<file path="config.mk">
export PLATFORM = sky130hd
export DESIGN_NAME = alarm_open_detect_regs
export DESIGN_NICKNAME = d
export VERILOG_FILES = /design/src/hw/alarm_open_detect_regs.v /design/src/hw/alarm_window.v
export VERILOG_INCLUDE_DIRS = /design/src /design/src/hw
export SDC_FILE = /design/constraint.sdc
export NUM_CORES = 1
export LEC_CHECK = 0
export BUFFER_PORTS_ARGS = -buffer_cell sky130_fd_sc_hd__clkbuf_2
export CORE_ASPECT_RATIO = 1.25
export CORE_MARGIN = 3
export CORE_UTILIZATION = 55
export DETAILED_ROUTE_END_ITERATION = 6
export PLACE_DENSITY = 0.78
export REMOVE_ABC_BUFFERS = 1
export SETUP_SLACK_MARGIN = 0.1
export SYNTH_ARGS = -nofsm -noshare
export SYNTH_HDL_FRONTEND = slang
export SYNTH_SLANG_ARGS = --single-unit
</file>
<file path="constraint.sdc">
create_clock -name clock_i -period 3.9 [get_ports clock_i]
set_input_delay 0.195 -clock clock_i [delete_from_list [all_inputs] [get_ports clock_i]]
set_output_delay 0.195 -clock clock_i [all_outputs]
set_load 0.02 [all_outputs]
</file>
<file path="src/hw/alarm_open_consts.vh">
// Register offsets, field positions and reset values of the alarm and open-detect bank
`ifndef ALARM_OPEN_CONSTS_VH
`define ALARM_OPEN_CONSTS_VH

`define ADDR_ALARM_FLAGS       8'h20
`define ADDR_ALARM_HIGH_TH     8'h24
`define ADDR_ALARM_LOW_TH      8'h28
`define ADDR_OPEN_CTRL         8'h30
`define ADDR_OPEN_CODE_TH      8'h32

`define BIT_ACT_SUPPLY_LOW     15
`define BIT_ACT_SUPPLY_HIGH    14
`define BIT_ACT_INPUT_LOW      11
`define BIT_ACT_INPUT_HIGH     10
`define BIT_LAT_SUPPLY_LOW     7
`define BIT_LAT_SUPPLY_HIGH    6
`define BIT_LAT_INPUT_LOW      5
`define BIT_LAT_INPUT_HIGH     4
`define BIT_ANY_LATCHED        0

`define RST_HYST               8'h00
`define RST_SUPPLY_SEL         8'h00
`define RST_UPPER_LIMIT        16'hFFFF
`define RST_LOWER_LIMIT        16'h0000
`define RST_QUEUE              8'h00
`define RST_CM_LEVEL           3'h6
`define RST_OPEN_EN            1'b0
`define RST_OPEN_CODE          6'h00

`define OPEN_INPUT_FOUND_BIT           5
`define OPEN_DEFAULT_TH        16'h015E
`define OPEN_TH_SHIFT          8
`define QUEUE_MANUAL           8'h01

`endif

</file>
<file path="src/hw/alarm_open_detect_regs.v">
// Alarm status, alarm limits and open-input detection register bank
// Function
// - Bit 15 of alarm status shows present low supply condition.
// - Bit 14 of alarm status shows present high supply condition.
// - Bit 11 shows present low input alarm.
// - Bit 10 shows present high input alarm.
// - Bits 7 and 6 latch low and high supply alarms.
// - Bits 5 and 4 latch low and high input alarms.
// - Bit 0 is the OR of the four latched flags.
// - Upper half of alarm status reads zero; all alarm flags reset to zero.
// - Input hysteresis is the upper six bits of the top byte, reset zero.
// - Supply limit select low nibble 0 means 5.3 V, 1 means 5.5 V.
// - Input upper limit is 16 bits, reset all ones.
// - Input lower limit is 16 bits, reset zero, upper bits read zero.
// - Queue value zero disables open detection.
// - Queue value one selects manual mode.
// - Queue above one runs automatic mode, switching after that many unchanged codes.
// - Read-only open status bit 5 shows a detected open input.
// - Bits 3 to 1 select open-check common mode level, reset 6.
// - In automatic mode bit 0 enables detection.
// - In manual mode bit 0 forces the high common mode level.
// - Automatic code threshold is 350 when field is zero, else field times 256.
//
// Our own choice: the address-and-strobe port.
`timescale 1ns/1ps
`include "alarm_open_consts.vh"
module alarm_open_detect_regs (
    // Clock and reset
    input  wire        clock_i,
    input  wire        rst_i,
    // Register port
    input  wire [7:0]  addr_i,
    input  wire [31:0] wdata_i,
    input  wire        wr_i,
    input  wire        rd_i,
    output reg  [31:0] rdata_o,
    // Conversion results and supply monitors
    input  wire        conv_done_i,
    input  wire [15:0] conv_code_i,
    input  wire        supply_low_i,
    input  wire        supply_high_i,
    // Analog controls
    output wire        supply_high_limit_sel_o,
    output wire [2:0]  open_check_cm_level_o,
    output reg         cm_high_o,
    output wire        open_input_found_o
);
    // ------------------------------------------------------------
    // Writable fields
    // ------------------------------------------------------------
    reg  [7:0]  input_hysteresis_ff;
    reg  [7:0]  supply_high_limit_sel_ff;
    reg  [15:0] input_upper_limit_ff;
    reg  [15:0] input_lower_limit_ff;
    reg  [7:0]  open_queue_ff;
    reg  [2:0]  open_check_cm_level_ff;
    reg         open_enable_ff;
    reg  [5:0]  open_code_ff;

    // ------------------------------------------------------------
    // Status state
    // ------------------------------------------------------------
    reg         supply_low_ff;
    reg         supply_high_ff;
    reg         supply_low_latched_ff;
    reg         supply_high_latched_ff;
    reg         input_low_latched_ff;
    reg         input_high_latched_ff;
    reg         open_input_found_ff;
    reg  [7:0]  same_count_ff;
    reg  [15:0] last_code_ff;
    reg  [15:0] cm_ref_code_ff;
    reg         probe_armed_ff;
    wire        input_high;
    wire        input_low;
    wire        any_latched_alarm;
    wire        status_read;
    wire        manual_mode;
    wire        auto_mode;
    wire [15:0] open_threshold;
    wire [15:0] code_delta;
    reg  [31:0] nxt_rdata;

    // Every read of the status word clears, back-to-back reads included
    assign status_read = rd_i && (addr_i == `ADDR_ALARM_FLAGS);
    assign manual_mode = (open_queue_ff == `QUEUE_MANUAL);
    assign auto_mode   = (open_queue_ff > `QUEUE_MANUAL);
    assign any_latched_alarm = supply_low_latched_ff | supply_high_latched_ff
                             | input_low_latched_ff | input_high_latched_ff;

    assign supply_high_limit_sel_o = supply_high_limit_sel_ff[0];
    assign open_check_cm_level_o   = open_check_cm_level_ff;
    assign open_input_found_o      = open_input_found_ff;

    assign open_threshold = (open_code_ff == 6'h00) ? `OPEN_DEFAULT_TH
                          : {2'b00, open_code_ff, 8'h00};

    // ------------------------------------------------------------
    // Input window comparator
    // ------------------------------------------------------------
    // Hysteresis uses only the upper six bits; host keeps the low two at zero
    alarm_window u_window (
        .clock_i        (clock_i),
        .rst_i          (rst_i),
        .sample_valid_i (conv_done_i),
        .sample_i       (conv_code_i),
        .upper_i        (input_upper_limit_ff),
        .lower_i        (input_lower_limit_ff),
        .hyst_i         (input_hysteresis_ff[7:2]),
        .high_o         (input_high),
        .low_o          (input_low)
    );

    // ------------------------------------------------------------
    // Register writes
    // ------------------------------------------------------------
    always @(posedge clock_i or posedge rst_i) begin
        if (rst_i) begin
            input_hysteresis_ff      <= `RST_HYST;
            supply_high_limit_sel_ff <= `RST_SUPPLY_SEL;
            input_upper_limit_ff     <= `RST_UPPER_LIMIT;
            input_lower_limit_ff     <= `RST_LOWER_LIMIT;
            open_queue_ff            <= `RST_QUEUE;
            open_check_cm_level_ff   <= `RST_CM_LEVEL;
            open_enable_ff           <= `RST_OPEN_EN;
            open_code_ff             <= `RST_OPEN_CODE;
        end else if (wr_i) begin
            case (addr_i)
                `ADDR_ALARM_HIGH_TH: begin
                    input_hysteresis_ff      <= wdata_i[31:24];
                    supply_high_limit_sel_ff <= wdata_i[23:16];
                    input_upper_limit_ff     <= wdata_i[15:0];
                end
                `ADDR_ALARM_LOW_TH: begin
                    input_lower_limit_ff <= wdata_i[15:0];
                end
                `ADDR_OPEN_CTRL: begin
                    open_queue_ff          <= wdata_i[15:8];
                    open_check_cm_level_ff <= wdata_i[3:1];
                    open_enable_ff         <= wdata_i[0];
                end
                `ADDR_OPEN_CODE_TH: begin
                    open_code_ff <= wdata_i[5:0];
                end
                default: begin
                end
            endcase
        end
    end

    // ------------------------------------------------------------
    // Alarm flags
    // ------------------------------------------------------------
    // Supply monitors are sampled per conversion so all active flags move together
    always @(posedge clock_i or posedge rst_i) begin
        if (rst_i) begin
            supply_low_ff          <= 1'b0;
            supply_high_ff         <= 1'b0;
            supply_low_latched_ff  <= 1'b0;
            supply_high_latched_ff <= 1'b0;
            input_low_latched_ff   <= 1'b0;
            input_high_latched_ff  <= 1'b0;
        end else begin
            if (conv_done_i) begin
                supply_low_ff  <= supply_low_i;
                supply_high_ff <= supply_high_i;
            end
            // A present condition re-sets the flag even in the cycle it is read
            supply_low_latched_ff  <= supply_low_ff
                                    | (supply_low_latched_ff & ~status_read);
            supply_high_latched_ff <= supply_high_ff
                                    | (supply_high_latched_ff & ~status_read);
            input_low_latched_ff   <= input_low
                                    | (input_low_latched_ff & ~status_read);
            input_high_latched_ff  <= input_high
                                    | (input_high_latched_ff & ~status_read);
        end
    end

    // ------------------------------------------------------------
    // Open-input detection
    // ------------------------------------------------------------
    assign code_delta = (conv_code_i > cm_ref_code_ff) ? (conv_code_i - cm_ref_code_ff)
                                                       : (cm_ref_code_ff - conv_code_i);

    always @(posedge clock_i or posedge rst_i) begin
        if (rst_i) begin
            same_count_ff       <= 8'h00;
            last_code_ff        <= 16'h0000;
            cm_ref_code_ff      <= 16'h0000;
            cm_high_o           <= 1'b0;
            open_input_found_ff <= 1'b0;
            probe_armed_ff      <= 1'b0;
        end else if (!(auto_mode || manual_mode)) begin
            same_count_ff       <= 8'h00;
            cm_high_o           <= 1'b0;
            open_input_found_ff <= 1'b0;
            probe_armed_ff      <= 1'b0;
        end else if (manual_mode) begin
            same_count_ff       <= 8'h00;
            cm_high_o           <= open_enable_ff;
            // Manual mode leaves the judgement to software reading the codes
            open_input_found_ff <= 1'b0;
            probe_armed_ff      <= 1'b0;
        end else if (!open_enable_ff) begin
            same_count_ff       <= 8'h00;
            cm_high_o           <= 1'b0;
            open_input_found_ff <= 1'b0;
            probe_armed_ff      <= 1'b0;
        end else if (!probe_armed_ff) begin
            // A level forced high in manual mode is no automatic probe: drop it
            // and count afresh, else the stale reference would be judged.
            // A conversion landing in this one cycle is not counted.
            probe_armed_ff      <= 1'b1;
            same_count_ff       <= 8'h00;
            cm_high_o           <= 1'b0;
        end else if (conv_done_i) begin
            last_code_ff <= conv_code_i;
            if (cm_high_o) begin
                // One conversion at high common mode; a large shift means a floating input
                cm_high_o           <= 1'b0;
                same_count_ff       <= 8'h00;
                open_input_found_ff <= (code_delta >= open_threshold);
            end else if (conv_code_i != last_code_ff) begin
                same_count_ff <= 8'h00;
            end else if (same_count_ff + 8'h01 >= open_queue_ff) begin
                same_count_ff  <= 8'h00;
                cm_ref_code_ff <= conv_code_i;
                cm_high_o      <= 1'b1;
            end else begin
                same_count_ff <= same_count_ff + 8'h01;
            end
        end
    end

    // ------------------------------------------------------------
    // Read data
    // ------------------------------------------------------------
    always @* begin
        nxt_rdata = 32'h0000_0000;
        case (addr_i)
            `ADDR_ALARM_FLAGS: begin
                nxt_rdata[`BIT_ACT_SUPPLY_LOW]  = supply_low_ff;
                nxt_rdata[`BIT_ACT_SUPPLY_HIGH] = supply_high_ff;
                nxt_rdata[`BIT_ACT_INPUT_LOW]   = input_low;
                nxt_rdata[`BIT_ACT_INPUT_HIGH]  = input_high;
                nxt_rdata[`BIT_LAT_SUPPLY_LOW]  = supply_low_latched_ff;
                nxt_rdata[`BIT_LAT_SUPPLY_HIGH] = supply_high_latched_ff;
                nxt_rdata[`BIT_LAT_INPUT_LOW]   = input_low_latched_ff;
                nxt_rdata[`BIT_LAT_INPUT_HIGH]  = input_high_latched_ff;
                nxt_rdata[`BIT_ANY_LATCHED]     = any_latched_alarm;
            end
            `ADDR_ALARM_HIGH_TH: begin
                nxt_rdata[31:24] = input_hysteresis_ff;
                nxt_rdata[23:16] = supply_high_limit_sel_ff;
                nxt_rdata[15:0]  = input_upper_limit_ff;
            end
            `ADDR_ALARM_LOW_TH: begin
                nxt_rdata[15:0] = input_lower_limit_ff;
            end
            `ADDR_OPEN_CTRL: begin
                // Reserved bits 7, 6 and 4 stay zero from the default above
                nxt_rdata[15:8]           = open_queue_ff;
                nxt_rdata[`OPEN_INPUT_FOUND_BIT]  = open_input_found_ff;
                nxt_rdata[3:1]            = open_check_cm_level_ff;
                nxt_rdata[0]              = open_enable_ff;
            end
            `ADDR_OPEN_CODE_TH: begin
                nxt_rdata[5:0] = open_code_ff;
            end
            default: begin
                nxt_rdata = 32'h0000_0000;
            end
        endcase
    end

    // Data stands only in the cycle after the read strobe
    always @(posedge clock_i or posedge rst_i) begin
        if (rst_i)
            rdata_o <= 32'h0000_0000;
        else if (rd_i)
            rdata_o <= nxt_rdata;
        else
            rdata_o <= 32'h0000_0000;
    end
endmodule

</file>
<file path="src/hw/alarm_window.v">
// Window comparator with hysteresis for the input alarms
`timescale 1ns/1ps
module alarm_window (
    // Clock and reset
    input  wire        clock_i,
    input  wire        rst_i,
    // Sample
    input  wire        sample_valid_i,
    input  wire [15:0] sample_i,
    // Limits
    input  wire [15:0] upper_i,
    input  wire [15:0] lower_i,
    input  wire [5:0]  hyst_i,
    // Active alarms
    output reg         high_o,
    output reg         low_o
);
    wire [16:0] upper_release;
    wire [16:0] lower_release;

    // Widened to 17 bits so the hysteresis band cannot wrap around the code range
    assign upper_release = {1'b0, upper_i} - {11'h000, hyst_i};
    assign lower_release = {1'b0, lower_i} + {11'h000, hyst_i};

    always @(posedge clock_i or posedge rst_i) begin
        if (rst_i) begin
            high_o <= 1'b0;
            low_o  <= 1'b0;
        end else if (sample_valid_i) begin
            if (sample_i > upper_i)
                high_o <= 1'b1;
            else if (upper_release[16] || ({1'b0, sample_i} < upper_release))
                high_o <= 1'b0;
            if (sample_i < lower_i)
                low_o <= 1'b1;
            else if ({1'b0, sample_i} > lower_release)
                low_o <= 1'b0;
        end
    end
endmodule

</file>
-- Word level (Yosys, flattened, before mapping)
Cells that the tools add are included.
- register bits after elaboration: 149
- bits of input ports: 63
- output and inout port bits: 38
- logic and storage cells: 119
- add/sub/neg operators: 5
- $lt $le $gt $ge: 8
- equality and inequality tests: 11
- mux-type cells: 42
- bitwise operators: 15
- reduce and logical (&&, ||, !) cells: 15
- operators by type and width (cell ; number):
    $mux 8 ; 8
    $eq 8x6->1 const B ; 5
    $gt 16x16->1 ; 2
    $mux 16 ; 2
    $mux 32 ; 1
    $sub 16x16->16 ; 2
    $mux 1 ; 21
    $pmux 2 s3 ; 3
    $add 16x6->17 ; 1
    $gt 16x17->1 ; 1
    $lt 16x17->1 ; 1
    $sub 16x6->17 ; 1
    $ge 16x14->1 ; 1
    $lt 16x16->1 ; 1
    $ne 16x16->1 ; 1
    $pmux 2 s4 ; 2
    $mux 14 ; 1
    $ne 4x4->1 const B ; 3
    $pmux 3 s4 ; 1
    $reduce_and 2->1 ; 6
    $pmux 1 s5 ; 2
    $add 8x1->8 const B ; 1
    $eq 8x1->1 const B ; 1
    $ge 8x8->1 ; 1
    13 further kinds ; 27

-- Longest topological paths before layout
Gate-level depths: netlist of run 1.
- depth in word-level cells: 10
- depth in mapped cells: 20
- mapped depth without buffers: 20

-- Modules after synthesis
From an unflattened synthesis of run 1, not the netlist that was laid out.
- cell total of the unflattened synthesis: 1022
- area total of the unflattened synthesis: 10356.2 sq um
- by module, submodules not included (module ; instances ; cells each ; area each (sq um) ; sequential area each (sq um)):
    alarm_open_detect_regs ; 1 ; 724 ; 8062.7 ; 3701.0
    alarm_window ; 1 ; 298 ; 2293.4 ; 50.0

-- Least setup slack after synthesis of run 1
OpenSTA, ideal clock, no wires.
- path type: register -> register
- start: register cm_ref_code_ff[9]
- end: register open_input_found_ff, in the netlist open_input_found_o
- library setup time: 0.129 ns
- arrival time: 3.764 ns
- required time: 3.771 ns
- setup slack: 0.008 ns
- cell stages (with the launch flop): 18
- path buffers: 3
- clock period less this slack: 3.892 ns
- cells stage by stage: dfrtp_1 ha_1 clkbuf_1 nand2_1 nor3_1 and3_1 o21a_1 buf_6 buf_2 mux2i_1 xnor2_1 ha_1 a21o_1 a2111oi_0 o21ai_0 a2111o_1 a31oi_1 a31oi_1
- longest elaborated chain between the ends: 9
- elaborated cells between the ends (all ways): 11
- those cells by class: add/sub (2); order compare (2); mux (7)
- RTL lines (element ; RTL line ; RTL):
    from (decl) ; alarm_open_detect_regs.v:72 ; reg [15:0] cm_ref_code_ff;
    from (signal assigned) ; alarm_open_detect_regs.v:228 ; cm_ref_code_ff <= conv_code_i;
    $sub 16x16->16, or another cell as far along ; alarm_open_detect_regs.v:184 ; : (cm_ref_code_ff - conv_code_i);
    $mux 16 * ; alarm_open_detect_regs.v:183 ; assign code_delta = (conv_code_i > cm_ref_code_ff) ? (conv_code_i - cm_ref_code_ff)
    $ge 16x14->1 * ; alarm_open_detect_regs.v:223 ; open_input_found_ff <= (code_delta >= open_threshold);
    $mux 1 * ; alarm_open_detect_regs.v:219 ; if (cm_high_o) begin
    $mux 1 * ; alarm_open_detect_regs.v:217 ; end else if (conv_done_i) begin
    $mux 1 * ; alarm_open_detect_regs.v:210 ; end else if (!probe_armed_ff) begin
    $mux 1 * ; alarm_open_detect_regs.v:205 ; end else if (!open_enable_ff) begin
    $mux 1 * ; alarm_open_detect_regs.v:199 ; end else if (manual_mode) begin
    $mux 1 * ; alarm_open_detect_regs.v:194 ; end else if (!(auto_mode || manual_mode)) begin
    to (signal assigned) ; alarm_open_detect_regs.v:223 ;
    to (decl) ; alarm_open_detect_regs.v:69 ; reg open_input_found_ff;
Mark *: on every way between the ends. The rest lies on a longest branch, timed or not. The select of a mux whose other input is x is not followed.
A chain may end at the register's enable or synchronous reset.

-- Worst setup path after layout of run 1
- start: register cm_ref_code_ff[13]
- end: register open_input_found_ff, in the netlist open_input_found_o
The elaborated chain is that of the path after synthesis.

==> impl_metrics.py, run 1 <==
metrics = {
    "critical_path": {
        "r2r.worst_path.cells": 16,
        "critPathCaptureType": "flip-flop",
        "required_ps": 4200,
        "path_class": "flip-flop to flip-flop",
        "crit_path_start_kind": "flip-flop",
        "worst-endpoint-arrival_ps": 4150,
        "crit_path_max_fanout": 7,
    },
    "layout": {
        "finish.utilization_pct": 68.05,
        "layout.area.seq_um2": 3751,
        "filler_cell_count": 1376,
        "num-nets-final": 1404,
        "antennaDiodeCount": 0,
        "multi_input_comb_area_um2": 6264,
        "postLayoutCellArea_um2": 12500,
        "post_layout_nonfiller_instances": 1453,
        "layout-drive-gt1-share_pct": 28.41,
        "area_delta_synth_final_pct": 19.65,
    },
    "timing": {
        "maxClockFrequency_ghz": 0.2596,
        "worst_clock_skew_ps": 13.44,
        "post-route-worst-setup-slack_ps": 47.61,
        "maxSlewViolCount": 0,
        "slew_headroom_pct": 36.30,
        "finalHoldViolCount": 17,
        "worst_slew_pin_slew_ps": 955.6,
        "finalWorstPathRequiredPeriod_ps": 3852,
        "whs_ps": -11.61,
        "final_min_period_over_clock_period_pct": 98.78,
        "rsz_0062_raised_after_global_routing": "true",
        "final-setup-viol-count": 0,
    },
    "floorplan": {
        "die_height_um": 160.1,
        "top_level_ports": 101,
        "core_area_um2": 18370,
        "initial_core_util_pct": 56.87,
        "fp-row-count": 55,
        "die_area_um2": 20700,
        "die_w_um": 129.3,
    },
    "placement": {
        "numPlacedInstances": 1397,
        "placement.cell_area_um2": 11520,
        "detailed_place_hpwl_mm": 20.65,
        "pre_cts_ws_ps": -261.3,
        "placement.io_buffers": 100,
        "gp_routability_congestion": 0.9840,
    },
    "run": {
        "timing.max_cap.violations": 0,
    },
    "logic_synthesis": {
        "synth-edff-count": 0,
        "synth_sequential_area_ratio_pct": 35.90,
        "ys_seq_elements": 149,
        "netlist_top_cells_area": "dfrtp_1 31%, ha_1 15%, mux2_2 9.4%",
        "yosys.cell_count.top_type": "dfrtp_1",
        "yosysTopAreaCell": "dfrtp_1",
        "yosys_most_used_dff": "dfrtp_1",
        "synthesis.yosys.warnings": 0,
        "synth.lib_cells_used.distinct": 67,
        "synth.avg_cell_area_um2": 10.00,
        "list_of_most_frequent_post_synthesis_cells": "131 x dfrtp_1, 125 x ha_1, 104 x inv_1",
        "ys_async_sr_fraction_pct": 100.0,
        "netlist_area_um2": 10450,
        "syn-instance-count": 1045,
        "yosysTopAreaCellShare_pct": 31.37,
    },
    "route": {
        "wl_per_cell_um": 19.25,
        "drt_iter0_markers": 547,
        "post_drt_via_cell_ratio": 5.925,
        "routed_wirelength_mm": 27.97,
        "route.vias.total": 8609,
        "antenna_violating_nets_post_route": 0,
        "first_pass_iters": 6,
        "drt_drc_violations_left": 0,
    },
    "status": {
        "failed_checks": "negative hold slack",
        "status": "finished, violations left",
    },
    "global_route": {
        "grt_start_max_net_pins": 108,
        "first_global_vias": 9144,
        "antenna_found_initial": 0,
        "grt.total_usage_pct": 27.42,
        "overflow": 0,
        "grt_first_pass_wirelength_mm": 45.09,
    },
    "min_path": {
        "hold_path.class": "input pin to async pin",
    },
    "power": {
        "max-vdd-ir-drop_v": 0.0003824,
        "powerDensity_nw_per_um2": 345.5,
        "leakage_uw": 0.006145,
    },
    "clock_tree": {
        "cts_tree": "yes",
        "cts_made_buffers": 17,
        "clock_path_buffers": 2,
        "clock-sinks": 149,
        "cts-root-buf": "clkbuf_16",
        "cts.clk_slew.worst_paths_ps": 70,
        "htreeDepth": 4,
        "clk-insertion-delay-late_ps": 430,
    },
}
## path summary, 6_finish.rpt
path	slack, ps	start	to
setup / recovery	50	cm_ref_code_ff[13]	open_input_found_o
hold / removal	-10	rst_i	rdata_o[0]
setup reg to reg	50	cm_ref_code_ff[13]	open_input_found_o
hold reg to reg	490	u_window.low_o	input_low_latched_ff
max in group asynchronous	2940	rst_i	input_upper_limit_ff[13]
min in group clock_i	10	wdata_i[24]	input_hysteresis_ff[0]
## power by group
group | total, uW | switching, uW | internal [uW]
combinational | 927 | 492 | 435
clock | 1740 | 751 | 992
sequential | 1650 | 55.4 | 1590
## sequential cells by signal, indices dropped and copies added, names as in the netlist, 6 cells and up
signal                    cells
last_code_ff                 16
cm_ref_code_ff               16
input_hysteresis_ff           8
same_count_ff                 8
input_lower_limit_ff         16
supply_high_limit_sel_ff      8
open_code_ff                  6
input_upper_limit_ff         16
open_queue_ff                 8
rdata_o                      32
## per-layer routing
| layer | routed length (um) | GRT usage [%] | up-vias |
|---|---|---|---|
| li1 | - | - | 4040 |
| met1 | 11250 | 32.79 | 4256 |
| met2 | 14590 | 48.96 | 245 |
| met3 | 1268 | 4.450 | 68 |
| met4 | 862 | 10.03 | 0 |
| met5 | 0 | 0 | - |
## cell type report
class                   count  share of cell area (%)
clock buffers              18                   3.512
clock inverters            14                   1.411
inverters                 104                   3.162
multi-input cells         753                   50.10
flip-flops and latches    149                   30.00
well taps                 228                   2.282
repair buffers            187                   9.537
## metrics by stage
step | TNS, ps | total power (uW)
2_1_floorplan | -36040 | 2195
3_3_place_gp | -132.2 | 2459
3_5_place_dp | -333.9 | 2488
4_1_cts | 0 | 4281
5_1_grt | -126.2 | 4515
6_report | 0 | 4320
## worst max-delay path, cell delays in order (launching register included)
cell	delay (ps)
dfrtp_1	380
ha_1	390
nand4_1	180
nor3_1	370
buf_4	190
nand3_1	110
o21a_4	180
mux2_4	330
xnor2_2	130
ha_1	290
a21o_1	160
a21o_1	170
a21oi_2	180
o21ai_2	90
a2111o_1	350
a31oi_1	140
a31oi_1	100
## cell usage in the layout, fill, tap and decap left out, types with 7 or more instances in the layout
cell / synthesis / routed
xnor2_1: 36 / 35
nor2b_1: 26 / 26
nor2_1: 36 / 36
dlygate4sd3_1: 0 / 14
clkbuf_16: 0 / 17
nand2_1: 56 / 55
o21a_1: 16 / 15
dfstp_2: 18 / 18
nand4_1: 13 / 13
ha_1: 125 / 124
buf_4: 0 / 72
a21o_1: 27 / 27
a22oi_1: 14 / 13
inv_1: 104 / 101
o211ai_1: 13 / 13
and3_1: 24 / 24
clkbuf_2: 0 / 100
nor4_1: 8 / 8
nand3_1: 23 / 23
nand2b_1: 7 / 7
a21oi_1: 45 / 41
dfrtp_1: 131 / 131
mux2_2: 87 / 86
o21ai_0: 42 / 37
nor3_1: 18 / 18
xor2_1: 25 / 25
mux2i_1: 30 / 29
a31oi_1: 10 / 9
## logic make-up (layout without fill, tap and decap cells)
family,Yosys count,in the layout,share of synthesized area [%]
AO/OA/AOI/OAI,213,213,13.78
XOR/XNOR,61,61,5.113
adder cells (fa/ha/maj),129,129,15.73
buffers and inverters,143,323,5.555
flip-flops,149,149,35.90
multiplexers,118,118,12.39
AND/OR/NAND/NOR,232,232,11.53
## timing repair
item | 4_1_cts | 5_1_grt
setup buffers | 4 | 6
gates resized for setup | 19 | 20
pin swaps | 12 | 12
endpoints found under the setup margin | 2 | 3
endpoints found under the hold margin | 14 | 0
hold buffers | 14 | 0
Note: power is estimated with default switching activity, not from simulation.
==> inputs of run 2 (changes only) <==
--- a/config.mk
+++ b/config.mk
@@ -10,7 +10,9 @@
 export CORE_ASPECT_RATIO = 1.25
 export CORE_MARGIN = 3
 export CORE_UTILIZATION = 55
+export CTS_CLUSTER_SIZE = 24
 export DETAILED_ROUTE_END_ITERATION = 6
+export HOLD_SLACK_MARGIN = 0.15
 export PLACE_DENSITY = 0.78
 export REMOVE_ABC_BUFFERS = 1
 export SETUP_SLACK_MARGIN = 0.1
==> constraint.sdc (replaced) <==
create_clock -name clock_i -period 3.5 [get_ports clock_i]
set_input_delay 0.175 -clock clock_i [delete_from_list [all_inputs] [get_ports clock_i]]
set_output_delay 0.175 -clock clock_i [all_outputs]
set_load 0.02 [all_outputs]
==> run 2 against run 1 <==
Compared with the run above:
- sequential share of layout area down 2.1 points
- critical endpoint unchanged
- largest cell class unchanged
- flip-flop and latch count stayed put
- the flow finishes with violations (negative setup slack)
- clock skew up 1.6 ps
- non-clock buffer count increased by 98
- largest power group unchanged
==> impl_metrics.py, run 2 (synthesis gave the netlist of run 1 again) <==
metrics = {
    "route": {
        "post_drt_via_cell_ratio": 5.909,
        "routed_wirelength_mm": 30.35,
        "drt_iter0_markers": 685,
        "drt_drc_violations_left": 0,
        "first_pass_iters": 5,
        "wl_per_cell_um": 19.57,
        "antenna_violating_nets_post_route": 0,
        "route.vias.total": 9165,
    },
    "power": {
        "design_power_total_uw": 5003,
        "max-vdd-ir-drop_v": 0.0003522,
        "total_switching_power_uw": 1496,
        "seq_power_share_pct": 36.7,
        "power.share.switching_pct": 29.90,
        "power.share.clock_pct": 40.2,
        "powerDensity_nw_per_um2": 371.9,
        "leakage_uw": 0.006643,
        "pwr-share-comb_pct": 23.1,
        "internal_power_uw": 3507,
    },
    "clock_tree": {
        "clock_path_buffers": 2,
        "cts_tree": "yes",
        "htreeDepth": 4,
        "cts.clk_slew.worst_paths_ps": 80,
        "clock-sinks": 149,
        "cts-root-buf": "clkbuf_16",
        "clk-insertion-delay-late_ps": 430,
        "cts_made_buffers": 17,
    },
    "critical_path": {
        "cpMostUsedCell": "a31oi_1",
        "path_delay_family": "compound AO/OA/AOI/OAI gates",
        "cp_peak_stage_delay_ps": 420,
        "count_of_buffer_and_inverter_cells_on_the_critical_path": 3,
        "required_ps": 3820,
        "path_class": "flip-flop to flip-flop",
        "crit_path_max_fanout": 5,
        "crit_path_start_kind": "flip-flop",
        "critical_path.slowest_cell": "fa_2",
        "worst-endpoint-arrival_ps": 4270,
        "critPathCaptureType": "flip-flop",
        "crit_path_cell_trace": "ha_2, inv_2, fa_2, a211oi_4, o211ai_1, and3_1, o21a_1, buf_6, a211oi_2, a31oi_1, xor2_1, ha_1, a2111oi_4, o21ai_2, buf_4, a2111o_1, a31oi_1, a31oi_1",
    },
    "timing": {
        "maxSlewViolCount": 0,
        "slew_headroom_pct": 27.71,
        "worst_slew_pin_slew_ps": 1084,
        "maxClockFrequency_ghz": 0.2533,
        "rsz_0062_raised_after_global_routing": "true",
        "final-setup-viol-count": 2,
        "tns_ps": -457.2,
        "post-route-worst-setup-slack_ps": -448.6,
        "worst_clock_skew_ps": 15.07,
        "finalWorstPathRequiredPeriod_ps": 3949,
        "finalHoldViolCount": 0,
        "final_min_period_over_clock_period_pct": 112.8,
    },
    "global_route": {
        "overflow": 0,
        "grt_first_pass_wirelength_mm": 48.83,
        "antenna_found_initial": 0,
        "grt_start_max_net_pins": 122,
        "first_global_vias": 9682,
        "grt.total_usage_pct": 29.70,
    },
    "layout": {
        "area_delta_synth_final_pct": 28.71,
        "layout_commonest_cell": "buf_4",
        "layout_common_cells": "133 x buf_4, 131 x dfrtp_1, 122 x ha_1",
        "max_reg_flops": 32,
        "finish.utilization_pct": 73.20,
        "regMostFlops": "rdata_o",
        "num-nets-final": 1502,
        "antennaDiodeCount": 0,
        "postLayoutCellArea_um2": 13450,
        "layout-drive-gt1-share_pct": 32.35,
    },
    "floorplan": {
        "top_level_ports": 101,
        "die_height_um": 160.1,
        "fp-row-count": 55,
        "die_area_um2": 20700,
        "core_area_um2": 18370,
        "initial_core_util_pct": 56.87,
        "die_w_um": 129.3,
    },
    "placement": {
        "detailed_place_hpwl_mm": 21.49,
        "pre_cts_ws_ps": -699.4,
        "placement.io_buffers": 100,
        "placement.cell_area_um2": 11970,
        "gp_routability_congestion": 0.8992,
    },
    "status": {
        "status": "finished, violations left",
        "failed_checks": "negative setup slack",
    },
    "run": {
        "timing.max_cap.violations": 0,
    },
    "min_path": {
        "hold_path.class": "input pin to flip-flop",
    },
}
run 2: cell types whose count changed in the layout (fill, tap and decap cells not counted), moves of 3 or more:
| cell | change |
|---|---|
| buf_4 | +61 |
| o21ai_1 | +3 |
| a21oi_2 | +3 |
| a21oi_1 | -4 |
| dlygate4sd3_1 | +35 |
| o21ai_0 | -5 |
run 2: layout make-up:
type,instances,area [um^2]
Clock buffer,17,425.4
Clock inverter,15,209.0
Fill cell,1247,4923
Inverter,104,395.4
Multi-Input combinational cell,753,6361
Sequential cell,149,3751
Tap cell,228,285.3
Timing Repair Buffer,285,2023
run 2: metal layers:
| metal | track usage (%) | vias to the layer above | share of wire (%) |
|---|---|---|---|
| met4 | 13.71 | 0 | 4.0 |
| met2 | 51.49 | 333 | 51 |
| met5 | 0 | - | 0 |
| met1 | 35.97 | 4503 | 40 |
| met3 | 4.282 | 88 | 4.6 |
| li1 | - | 4241 | - |
run 2: power groups by stage:
stage | Clock [uW] | Combinational [uW] | Sequential [uW]
after global routing | 2110 | 1280 | 1840
after global placement | 0 | 944 | 1860
final | 2010 | 1160 | 1840
after detailed placement | 0 | 972 | 1860
after floorplan | 0 | 604 | 1840
after CTS | 2020 | 1100 | 1830
run 2: worst paths after layout:
path                                   start  slack (ps)  cells past startpoint                    to
max reg2reg                cm_ref_code_ff[0]        -450                     18    open_input_found_o
max                        cm_ref_code_ff[0]        -450                     18    open_input_found_o
min reg2reg                   u_window.low_o         490                      2  input_low_latched_ff
max in group asynchronous              rst_i        2060                      4      last_code_ff[11]
min                           conv_code_i[0]         160                      4     cm_ref_code_ff[0]
min in group asynchronous              rst_i         600                      3           rdata_o[31]
run 2: worst reg2reg max path: stages (launching register included):
cell       delay (ps)
dfrtp_1           360
ha_2              200
inv_2              40
fa_2              420
a211oi_4          230
o211ai_1          150
and3_1            220
o21a_1            210
buf_6             150
a211oi_2          190
a31oi_1            80
xor2_1            160
ha_1              330
a2111oi_4         360
o21ai_2            90
buf_4             140
a2111o_1          280
a31oi_1           150
a31oi_1            90
run 2: metrics by stage:
step	std cells	hold WS (ps)
2_1_floorplan	1006	312.7
3_3_place_gp	1456	407.3
3_5_place_dp	1456	411.3
4_1_cts	1546	151.1
5_1_grt	1551	173.2
6_report	1551	160.7
run 2: what timing repair did:
action,in CTS,in global routing
gates resized for setup,45,20
hold buffers,49,0
buffers inserted,9,5
pin swaps,29,27
hold endpoints to repair,183,0
setup endpoints to repair,3,3
